File: config.mk
export PLATFORM = sky130hd
export DESIGN_NAME = quad_dac_i2c_command_decoder
export DESIGN_NICKNAME = d
export VERILOG_FILES = /design/src/hdl/qdac_pkg.sv /design/src/hdl/quad_dac_i2c_command_decoder.sv /design/src/hdl/i2c_word_rx.sv
export SDC_FILE = /design/constraint.sdc
export NUM_CORES = 1
export LEC_CHECK = 0
export ABC_CLOCK_PERIOD_IN_PS = 2750
export BUFFER_PORTS_ARGS = -buffer_cell sky130_fd_sc_hd__buf_2
export CAP_MARGIN = 15
export CORE_MARGIN = 4
export CORE_UTILIZATION = 40
export CTS_CLUSTER_SIZE = 10
export DETAILED_ROUTE_END_ITERATION = 6
export MAX_ROUTING_LAYER = met4
export PLACE_DENSITY = 0.66
export SETUP_SLACK_MARGIN = 0.2
export SYNTH_ARGS = -nofsm -noshare
export SYNTH_HDL_FRONTEND = slang
export SYNTH_SLANG_ARGS = --single-unit
File: constraint.sdc
create_clock -name core_clk -period 2.75 [get_ports core_clk]
set_input_delay 0.825 -clock core_clk [delete_from_list [all_inputs] [get_ports core_clk]]
set_output_delay 0.825 -clock core_clk [all_outputs]
set_load 0.02 [all_outputs]
File: src/hdl/qdac_pkg.sv
// Purpose: shared constants and carriers for the quad converter command front end
// Assumes: core clock 100 MHz, bus pins sampled through two flip-flops
// Notes:   channel order is A in bit 0 up to D in bit 3
package qdac_pkg;
    localparam int          NCH         = 4;
    localparam int          CODE_W      = 10;
    localparam int          WORD_W      = 24;
    localparam int          BYTES_PER_WORD = 3;
    localparam logic [4:0]  ADDR_FIXED  = 5'h03;
    localparam logic [9:0]  CODE_RESET  = 10'h000;
    localparam logic [1:0]  PD_NORMAL   = 2'h0;
    localparam logic        REF_RESET_DIS = 1'b0;
    localparam logic [3:0]  MASK_RESET  = 4'h0;
    // Opcodes
    localparam logic [3:0]  OP_NOP      = 4'h0;
    localparam logic [3:0]  OP_WR_IN    = 4'h1;
    localparam logic [3:0]  OP_UPDATE   = 4'h2;
    localparam logic [3:0]  OP_WR_UPD   = 4'h3;
    localparam logic [3:0]  OP_POWER    = 4'h4;
    localparam logic [3:0]  OP_LDMASK   = 4'h5;
    localparam logic [3:0]  OP_SWRESET  = 4'h6;
    localparam logic [3:0]  OP_REFSET   = 4'h7;

    // One received word
    typedef struct packed {
        logic [3:0]  opcode;
        logic [3:0]  chan_mask;
        logic [9:0]  code;
        logic [5:0]  spare;
    } cmd_word_s;
endpackage

File: src/hdl/quad_dac_i2c_command_decoder.sv
// Purpose: command decoder for a quad 10-bit converter behind an I2C slave
// Assumes: pins asynchronous to core_clk; SCL far slower than 100 MHz
// Notes:   analog string, amplifier and reference are outside this block
`timescale 1ns/1ps
module quad_dac_i2c_command_decoder
    import qdac_pkg::*;
(
    // Clock and reset
    input  wire logic              core_clk,
    input  wire logic              nrst,
    // Serial bus pins
    input  wire logic              scl_in,
    input  wire logic              sda_in,
    output logic                   sda_out,
    output logic                   sda_oe_n,
    // Strap and control pins
    input  wire logic              addr_select_hi,
    input  wire logic              addr_select_lo,
    input  wire logic              load_strobe_n,
    input  wire logic              gain_sel,
    // Converter side
    output logic [NCH*CODE_W-1:0]  dac_code,
    output logic [NCH*CODE_W-1:0]  input_code,
    output logic [NCH*2-1:0]       power_mode,
    output logic                   ref_disable,
    output logic                   gain_two,
    output logic [NCH-1:0]         load_mask
);
    logic [1:0]   scl_q, sda_q, a1_q, a0_q, ld_q, g_q; // Two-stage synchronisers
    logic         rx_oe_n;            // Receiver drive
    cmd_word_s    word;               // Last complete word
    logic         word_stb;           // Complete word pulse
    logic         ld_fall_r;          // Strobe previous level
    logic         ld_pulse;           // Strobe falling edge
    logic         op_valid;           // Word may act

    // Pin synchronisers, first stage read only by second
    always_ff @(posedge core_clk) begin
        if (!nrst) begin
            scl_q <= 2'h3;
            sda_q <= 2'h3;
            a1_q  <= 2'h0;
            a0_q  <= 2'h0;
            ld_q  <= 2'h3;
            g_q   <= 2'h0;
        end else begin
            scl_q <= {scl_q[0], scl_in};
            sda_q <= {sda_q[0], sda_in};
            a1_q  <= {a1_q[0], addr_select_hi};
            a0_q  <= {a0_q[0], addr_select_lo};
            ld_q  <= {ld_q[0], load_strobe_n};
            g_q   <= {g_q[0], gain_sel};
        end
    end

    // slave receiver, oversampled to cover both speeds
    i2c_word_rx u_rx (
        .core_clk  (core_clk),
        .nrst      (nrst),
        .scl_s     (scl_q[1]),
        .sda_s     (sda_q[1]),
        .addr_pins ({a1_q[1], a0_q[1]}),
        .sda_oe_n  (rx_oe_n),
        .word      (word),
        .word_stb  (word_stb)
    );

    // Bus drive registered; output value always low
    always_ff @(posedge core_clk) begin
        if (!nrst) begin
            sda_out  <= 1'b0;
            sda_oe_n <= 1'b1;
        end else begin
            sda_out  <= 1'b0;
            sda_oe_n <= rx_oe_n;
        end
    end

    // gain follows pin for all channels
    always_ff @(posedge core_clk) begin
        if (!nrst) begin
            gain_two <= 1'b0;
        end else begin
            gain_two <= g_q[1];
        end
    end

    // Strobe edge for pin-triggered updates
    always_ff @(posedge core_clk) begin
        if (!nrst) begin
            ld_fall_r <= 1'b1;
        end else begin
            ld_fall_r <= ld_q[1];
        end
    end
    assign ld_pulse = ld_fall_r && !ld_q[1];

    // opcode gates, reserved and empty masks dropped
    assign op_valid = word_stb && !word.opcode[3] && (word.chan_mask != 4'h0);

    // reference on after reset, command may disable
    always_ff @(posedge core_clk) begin
        if (!nrst) begin
            ref_disable <= REF_RESET_DIS;
        end else if (op_valid && word.opcode == OP_SWRESET) begin
            ref_disable <= REF_RESET_DIS;
        end else if (op_valid && word.opcode == OP_REFSET) begin
            ref_disable <= word.spare[0];
        end
    end

    // Load strobe mask, one bit per channel
    always_ff @(posedge core_clk) begin
        if (!nrst) begin
            load_mask <= MASK_RESET;
        end else if (op_valid && word.opcode == OP_SWRESET) begin
            load_mask <= MASK_RESET;
        end else if (op_valid && word.opcode == OP_LDMASK) begin
            load_mask <= word.chan_mask;
        end
    end

    // Per-channel registers
    genvar ch;
    generate
        for (ch = 0; ch < NCH; ch++) begin : g_ch
            logic sel;  // mask bit ch selects channel
            assign sel = word.chan_mask[ch];

            // Input register
            always_ff @(posedge core_clk) begin
                if (!nrst) begin
                    input_code[ch*CODE_W +: CODE_W] <= CODE_RESET;
                end else if (op_valid && word.opcode == OP_SWRESET) begin
                    input_code[ch*CODE_W +: CODE_W] <= CODE_RESET;
                end else if (op_valid && sel &&
                             (word.opcode == OP_WR_IN || word.opcode == OP_WR_UPD)) begin
                    // unsigned code from top data bits
                    input_code[ch*CODE_W +: CODE_W] <= word.code;
                end
            end

            // Output register
            always_ff @(posedge core_clk) begin
                if (!nrst) begin
                    dac_code[ch*CODE_W +: CODE_W] <= CODE_RESET;
                end else if (op_valid && word.opcode == OP_SWRESET) begin
                    dac_code[ch*CODE_W +: CODE_W] <= CODE_RESET;
                end else if (op_valid && sel && word.opcode == OP_WR_UPD) begin
                    dac_code[ch*CODE_W +: CODE_W] <= word.code;
                end else if (op_valid && sel && word.opcode == OP_WR_IN &&
                             !ld_q[1] && !load_mask[ch]) begin
                    dac_code[ch*CODE_W +: CODE_W] <= word.code;
                end else if (op_valid && sel && word.opcode == OP_UPDATE) begin
                    dac_code[ch*CODE_W +: CODE_W] <= input_code[ch*CODE_W +: CODE_W];
                end else if (ld_pulse && !load_mask[ch]) begin
                    // Strobe edge loads unmasked channels
                    dac_code[ch*CODE_W +: CODE_W] <= input_code[ch*CODE_W +: CODE_W];
                end
            end

            // Power mode, two bits per channel from low eight code bits
            always_ff @(posedge core_clk) begin
                if (!nrst) begin
                    power_mode[ch*2 +: 2] <= PD_NORMAL;
                end else if (op_valid && word.opcode == OP_SWRESET) begin
                    power_mode[ch*2 +: 2] <= PD_NORMAL;
                end else if (op_valid && sel && word.opcode == OP_POWER) begin
                    power_mode[ch*2 +: 2] <= {word.code[2*ch+1], word.code[2*ch]};
                end
            end
        end
    endgenerate
endmodule

File: src/hdl/i2c_word_rx.sv
// Purpose: I2C slave receiver that collects 24-bit write words
// Assumes: scl and sda already synchronised into core_clk
// Notes:   read addresses get no acknowledge and the frame is skipped
`timescale 1ns/1ps
module i2c_word_rx
    import qdac_pkg::*;
(
    // Clock and reset
    input  wire logic            core_clk,
    input  wire logic            nrst,
    // Synchronised bus levels
    input  wire logic            scl_s,
    input  wire logic            sda_s,
    input  wire logic [1:0]      addr_pins,
    // Open-drain data drive, low enable pulls line low
    output logic                 sda_oe_n,
    // Received word
    output cmd_word_s            word,
    output logic                 word_stb
);
    typedef enum logic [4:0] {
        ST_IDLE = 5'b00001,
        ST_ADDR = 5'b00010,
        ST_DATA = 5'b00100,
        ST_ACK  = 5'b01000,
        ST_SKIP = 5'b10000
    } rx_state_e;

    rx_state_e         state_r;       // Receiver state
    logic              scl_d_r;       // Previous clock level
    logic              sda_d_r;       // Previous data level
    logic [3:0]        bitcnt_r;      // Bits of current byte
    logic [7:0]        sh_r;          // Byte shifter
    logic [1:0]        bytecnt_r;     // Bytes of current word
    logic [23:0]       acc_r;         // Word accumulator
    logic              ack_pend_r;    // Ack owed after byte
    logic              word_done_r;   // Third byte taken
    logic              start_c, stop_c, scl_rise, scl_fall;

    assign start_c  = scl_s && scl_d_r && sda_d_r && !sda_s;
    assign stop_c   = scl_s && scl_d_r && !sda_d_r && sda_s;
    assign scl_rise = scl_s && !scl_d_r;
    assign scl_fall = !scl_s && scl_d_r;

    // Edge history
    always_ff @(posedge core_clk) begin
        if (!nrst) begin
            scl_d_r <= 1'b1;
            sda_d_r <= 1'b1;
        end else begin
            scl_d_r <= scl_s;
            sda_d_r <= sda_s;
        end
    end

    // Protocol sequencer
    always_ff @(posedge core_clk) begin
        if (!nrst) begin
            state_r     <= ST_IDLE;
            bitcnt_r    <= 4'h0;
            sh_r        <= 8'h00;
            bytecnt_r   <= 2'h0;
            acc_r       <= '0;
            ack_pend_r  <= 1'b0;
            sda_oe_n    <= 1'b1;
            word_done_r <= 1'b0;
            word_stb    <= 1'b0;
            word        <= '0;
        end else begin
            word_stb <= 1'b0;
            if (start_c) begin
                state_r   <= ST_ADDR;
                bitcnt_r  <= 4'h0;
                bytecnt_r <= 2'h0;
                sda_oe_n  <= 1'b1;
                word_done_r <= 1'b0;
            end else if (stop_c) begin
                state_r  <= ST_IDLE;
                sda_oe_n <= 1'b1;
            end else begin
                unique case (state_r)
                    ST_IDLE, ST_SKIP: begin
                        sda_oe_n <= 1'b1;
                    end
                    ST_ADDR, ST_DATA: begin
                        // Sample while clock high, on rising edge
                        if (scl_rise) begin
                            sh_r     <= {sh_r[6:0], sda_s};
                            bitcnt_r <= bitcnt_r + 4'h1;
                        end
                        if (scl_fall && bitcnt_r == 4'h8) begin
                            bitcnt_r <= 4'h0;
                            state_r  <= ST_ACK;
                            if (state_r == ST_ADDR) begin
                                ack_pend_r <= (sh_r[7:1] == {ADDR_FIXED, addr_pins}) && !sh_r[0];
                                sda_oe_n   <= !((sh_r[7:1] == {ADDR_FIXED, addr_pins}) && !sh_r[0]);
                            end else begin
                                acc_r      <= {acc_r[15:0], sh_r};
                                ack_pend_r <= 1'b1;
                                sda_oe_n   <= 1'b0;
                                word_done_r <= (bytecnt_r == 2'(BYTES_PER_WORD - 1));
                                bytecnt_r  <= (bytecnt_r == 2'(BYTES_PER_WORD - 1)) ? 2'h0 : bytecnt_r + 2'h1;
                            end
                        end
                    end
                    ST_ACK: begin
                        // Release after acknowledge clock
                        if (scl_fall) begin
                            sda_oe_n <= 1'b1;
                            state_r  <= ack_pend_r ? ST_DATA : ST_SKIP;
                            if (word_done_r) begin
                                word        <= cmd_word_s'(acc_r);
                                word_stb    <= 1'b1;
                                word_done_r <= 1'b0;
                            end
                        end
                    end
                    default: state_r <= ST_IDLE;
                endcase
            end
        end
    end
endmodule

After elaboration in Yosys (flattened, before gate mapping)
Cells that the tools add are included.

storage, ports and cells
  register bits = 176
  bits of input ports = 8
  output and inout port bits = 96
  word-level logic and storage cells = 192

cells by class
  add/subtract/negate cells = 2
  eq/ne operators = 21
  muxes and demuxes = 35
  bitwise gates (word level) = 7
  reductions and logical operators = 88

operators with widths
  cell                number
  $mux 10             16
  $logic_and 1x1->1   51
  $reduce_bool 4->1   5
  $eq 4x3->1 const B  4
  $mux 5              3
  $pmux 5 s3          1
  $reduce_and 5->1    3
  $logic_not 1->1     12
  $reduce_and 3->1    4
  $reduce_and 4->1    3
  $eq 4x2->1 const B  2
  $mux 1              8
  $mux 4              2
  $ne 4x1->1 const B  2
  $reduce_or 2->1     4
  $eq 7x4->1          1
  $not 1->1           7
  $mux 2              3
  $eq 5x1->1 const B  1
  $eq 5x2->1 const B  1
  $eq 5x3->1 const B  1
  $eq 5x4->1 const B  1
  $eq 5x5->1 const B  1
  $reduce_or 5->1     1
  14 further kinds    16

Depth between registers and ports, before layout
  word-level depth = 9
  depth in mapped cells = 10
  gate-level depth less buffers = 7

Cells and area by module
From an unflattened synthesis, not the netlist that was laid out.

unflattened totals
  cells, all modules = 860
  area total of the unflattened synthesis = 7507.2 um^2

modules (own cells, without submodules)
  module                        times used  cells an instance  area an instance (um^2)  seq. area each (um^2)
  quad_dac_i2c_command_decoder  1           502                4347.9                   2162.1
  i2c_word_rx                   1           358                3159.3                   1461.4

Worst setup path after synthesis
OpenSTA, ideal clock, no wires.

  path kind = reg2reg
  start point = register u_rx.bitcnt_r[0]
  end point = register u_rx.bytecnt_r[0]
  library setup time = 0.130 ns
  arrival = 1.659 ns
  data required time = 2.620 ns
  path slack = 0.962 ns
  cell stages (with the launch flop) = 11
  path buffers = 3
  clock period less this slack = 1.788 ns
  cell sequence = dfxtp_1 -> inv_1 -> ha_1 -> nand2_1 -> or3_1 -> buf_6 -> or2_1 -> buf_6 -> buf_6 -> a21oi_1 -> nor2_1

on the way
  word-level cells in the longest chain between the ends = 3

RTL lines
  what                               line                RTL
  start, declared                    i2c_word_rx.sv:32   logic [3:0] bitcnt_r;
  start signal, assigned             i2c_word_rx.sv:89   bitcnt_r <= bitcnt_r + 4'h1;
  $eq 4x4->1                         i2c_word_rx.sv:91   if (scl_fall && bitcnt_r == 4'h8) begin
  $logic_and 1x1->1                  i2c_word_rx.sv:91
  $reduce_and 4->1 (no source line)  --
  end signal, assigned               i2c_word_rx.sv:102  bytecnt_r <= (bytecnt_r == 2'(BYTES_PER_WORD - 1)) ? 2'h0 : bytecnt_r + 2'h1;
  end, declared                      i2c_word_rx.sv:34   logic [1:0] bytecnt_r;

No other way between the ends.
A chain may end at the register's enable or synchronous reset.

Worst setup path in the final report
  start point = register, netlist name u_rx.word[22]
  end point = register dac_code[20]

on the way
  word-level cells in the longest chain between the ends = 6
  elaborated cells between the ends (all ways) = 15
  those cells by class = eq/ne: 4; mux: 3; reduce/logical: 8

RTL lines
  what                             line                                 RTL
  $eq 4x1->1                       quad_dac_i2c_command_decoder.sv:151  end else if (op_valid && sel && word.opcode == OP_WR_IN &&
  $logic_and 1x1->1 (2 in series)  quad_dac_i2c_command_decoder.sv:151
  $logic_and 1x1->1                quad_dac_i2c_command_decoder.sv:152  !ld_q[1] && !load_mask[ch]) begin
  $mux 10                          quad_dac_i2c_command_decoder.sv:151
  $mux 10                          quad_dac_i2c_command_decoder.sv:149  end else if (op_valid && sel && word.opcode == OP_WR_UPD) begin
  end signal, assigned by index    quad_dac_i2c_command_decoder.sv:150  dac_code[ch*CODE_W +: CODE_W] <= word.code;
  end signal, assigned by index    quad_dac_i2c_command_decoder.sv:153  dac_code[ch*CODE_W +: CODE_W] <= word.code;
  end signal, assigned by index    quad_dac_i2c_command_decoder.sv:155  dac_code[ch*CODE_W +: CODE_W] <= input_code[ch*CODE_W +: CODE_W];
  end, declared                    quad_dac_i2c_command_decoder.sv:22   output logic [NCH*CODE_W-1:0] dac_code,

Several ways; a longest one is shown, not always the timed one.

==> run summary <==
Dividing the synthesized area by the synthesized cell count gives 8.12 sq um. The part of the total power dissipated in sequential elements is 51.1%. The required time at the worst-slack endpoint is 3.11 ns. The setup check on the worst reg-to-reg path leaves a slack of 0.58 ns. The filler-free cell count of the finished design came out at 1175. The number of diodes added for antenna fixing came out at 0. The number of global-route vias before repair came to 5303. The number of post-CTS setup repair buffers came out at 0. Of the synthesized area, sequential elements account for 49.8%.

In this run the worst setup path begins at u_rx.word[22]$_SDFFE_PN0P_. The final clock period utilization by the worst path is 78.8%. The internal power came out at 0.00388 W. The number of failing setup endpoints in the final timing report came out at 0. The number of maximum-capacitance constraint violations is 0.

Final hold analysis gives a worst-case slack of 0.411 ns. The type of the worst setup path is register to register. The HPWL after detailed placement is 11400 um. The number of placed cells counting well taps is 1140. The number of detailed-routing iterations run before antenna repair is 7. The library cells used most frequently in the layout, excluding fill and tap cells, are nand2_1, dfxtp_1, buf_2. In the final layout, the share of cells above drive strength 1 is 17.1%. The tightest min-delay check is of the register to register type. The library cell used most frequently in the layout, excluding fill and tap cells, is nand2_1. The worst relative slew slack is 39.0%.

The total detailed-routing wirelength is 17300 um. The final critical-path required period is 2.17 ns. The count of endpoints failing hold in the final timing report came to 0. The longest individual stage delay on the worst path came out at 0.61 ns. The largest net degree at the start of global routing came out at 63. TritonCTS built the clock tree. The async set or reset register ratio after synthesis came out at 0%. The source of the worst register-to-register timing path is u_rx.word[22]$_SDFFE_PN0P_. The first-pass GRT wire length is 28100 um. The clock-pin slew of the registers on the worst-case setup and hold paths is 0.07 ns. For this design the ratio of total power to cell area is 618 nW/um^2.

The number of levels the H-tree was split into came out at 4. The total nets after synthesis came out at 881. The achievable frequency came out at 461 MHz.

The filler cells instantiated in the layout total 1737. The overall routing resource usage came out at 18.0%. The instance count of the mapped netlist came out at 871. The number of primary I/O pins came out at 104. The number of antenna violations at the first check in global routing came out at 0.

Data on the critical path arrives at its endpoint at 2.52 ns. The largest area contributor in the synthesized netlist is dfxtp_1. The area share of the largest cell type after synthesis is 49.8%. The leakage power figure came out at 3.09 nW. The register area is 3520 sq um.

The clock latency at the later pin of the worst-skew pair came out at 0.43 ns. Dividing the detail-routed via count by the number of cells gives 5.09. The worst setup skew after layout came out at 0.00785 ns. The horizontal extent of the die is 141 um.

The beginning of the worst hold path is sda_q[0]$_SDFF_PN1_. On the critical path, the stage with the largest delay is an instance of nor2_1. The worst setup path is launched from a register. Net switching is 24.1% of the power. The placeable core area is 17300 sq um.

The area enclosed by the die boundary came out at 19900 sq um. The post-cts hold buffer count came out at 0. The distinct cell type count of the synthesized netlist came out at 52. In this run the vertical extent of the chip is 141 um. The share of total power in combinational logic came out at 4.3%. The effective utilization at floorplan came out at 40.9%. The number of clock sinks is 176. At the pin with the least slew margin, the transition time is 0.915 ns.

The global placer's final weighted congestion came out at 0.791. The flip-flop and latch count after synthesis came out at 176. The number of buffer and inverter instances along the worst setup path came out at 0.

The violation count after the first detailed-route iteration came out at 391. The total congestion overflow after global routing came out at 0. The most used flip-flop cell after synthesis is dfxtp_1.

The DRC violation count after routing came out at 0. The number of flops mapped to enable cells by yosys came out at 0. The net switching power figure came out at 0.00123 W. Clock tree synthesis inserted a total of 17 buffers. Setup repair after global routing left no endpoint under its margin. The root buffer cell chosen for the clock tree is clkbuf_16. The setup total negative slack is 0 ns.

The count of instances resized after the clock tree is built is 0. The maximum fanout along the worst path came out at 13. The run finished with clean final reports. The floorplan has 48 rows. No sink is reached through more buffers than the 2 on the longest clock path.

After synthesis, the cell types taking the most area are dfxtp_1, nand2_1, a21boi_0, a21oi_1, a31oi_1. The detailed router placed 5977 vias in this run. The area growth from synthesis to layout is 17.0%. For this run, the post-layout net count is 947. The total of buffers placed on input and output ports came out at 102. The total count of max-transition violations in the final report came to 0. In the final routed layout, each cell accounts on average for 14.8 um. The detail route stage leaves a number of antenna-violating nets equal to 0.

The capturing element type of the critical path is a register. The family with the most delay on the worst path is simple AND/OR/NAND/NOR gates. The worst supply voltage drop on vdd is 0.459 mV. The critical path goes through and4bb_2 > nand2_1 > nor2_1 > nand2_1 > a31oi_1. The synthesized netlist occupies a cell area of 7070 sq um. The area of combinational cells with multiple inputs is 3250 sq um. The count of synthesis-stage warnings from yosys came out at 0. The clock network burns 44.6% of the power. In this design, the critical path's most frequently occurring cell is nand2_1.
synth_stat cells (all sizes together), types with 3 or more instances:
cell and count:
nand3b 3, o211ai 4, and2 15, nand3 19, nor4b 3, a21oi 55, o311ai 3, dfxtp 176
clkbuf 35, nor2b 11, inv 6, buf 33, mux2i 15, nor2 32, xor2 4, or3 3
a211oi 3, xnor2 4, nand2 271, a31oi 41, or2 5, a21boi 44, nand2b 15, nor3 3
o21ai 47
stage by stage:
step | total power, W | instance area, sq um | setup slack (ns) | utilization, %
CTS | 0.00517 | 8250 | 0.261 | 47.7
global route | 0.00531 | 8270 | 0.355 | 47.8
floorplan | 0.00282 | 7070 | 0.962 | -
global placement | 0.00289 | 7690 | 0.361 | 44.5
finish | 0.00512 | 8270 | 0.583 | 47.8
detailed placement | 0.00289 | 7690 | 0.263 | 44.5
path summary, 6_finish.rpt:
path,endpoint,cells past startpoint
worst min-delay path,sda_q[1]$_SDFF_PN1_,1
worst max register to register,dac_code[20]$_SDFFE_PP0P_,5
worst max-delay path,dac_code[20]$_SDFFE_PP0P_,5
worst min register to register,sda_q[1]$_SDFF_PN1_,1
power groups by stage:
| stage | clock network [W] | registers [W] | logic (W) |
|---|---|---|---|
| 3_3_place_gp | 0 | 0.00267 | 0.000218 |
| 5_1_grt | 0.00245 | 0.00262 | 0.000243 |
| 6_report | 0.00228 | 0.00261 | 0.000221 |
| 3_5_place_dp | 0 | 0.00267 | 0.000219 |
| 4_1_cts | 0.00233 | 0.00261 | 0.000219 |
| 2_1_floorplan | 0 | 0.00270 | 0.000119 |
area by class of cell:
class                           count  share of cell area (%)
Clock inverter                     14                    1.47
Clock buffer                       18                    5.31
Inverter                            6                   0.272
Tap cell                          225                    3.40
Sequential cell                   176                    42.6
Multi-Input combinational cell    621                    39.3
Timing Repair Buffer              115                    7.65
logic make-up (layout without fill, tap and decap cells):
family | count (synthesis) | after routing | share of synthesized area (%)
buf+inv | 74 | 153 | 4.71
flops | 176 | 176 | 49.8
mux | 16 | 16 | 2.28
simple gates | 391 | 391 | 24.4
other cells | 1 | 1 | 0.0530
compound gates | 203 | 203 | 17.3
xor+xnor | 8 | 8 | 0.991
fa+ha+maj | 2 | 2 | 0.354
metal layers:
layer / track usage [%] / share of wire [%] / vias to the layer above
met5: - / 0 / -
met4: 6.73 / 2.7 / 0
met3: 4.10 / 6.7 / 31
met1: 23.9 / 45 / 2729
li1: - / - / 3044
met2: 26.8 / 45 / 173
worst register-to-register path, stage by stage (launching register included):
cell,delay [ns]
dfxtp_1,0.36
and4bb_2,0.47
nand2_1,0.31
nor2_1,0.62
nand2_1,0.13
a31oi_1,0.22
sequential cells by signal, summed over array words and instances, names as in the netlist, 2 cells and up:
register,flops
u_rx.word,19
input_code,40
u_rx.state_r,5
a0_q,2
u_rx.sh_r,8
scl_q,2
load_mask,4
power_mode,8
dac_code,40
sda_q,2
u_rx.bytecnt_r,2
a1_q,2
ld_q,2
u_rx.bitcnt_r,4
u_rx.acc_r,24
g_q,2
No activity file was read; power rests on OpenSTA's default activity.
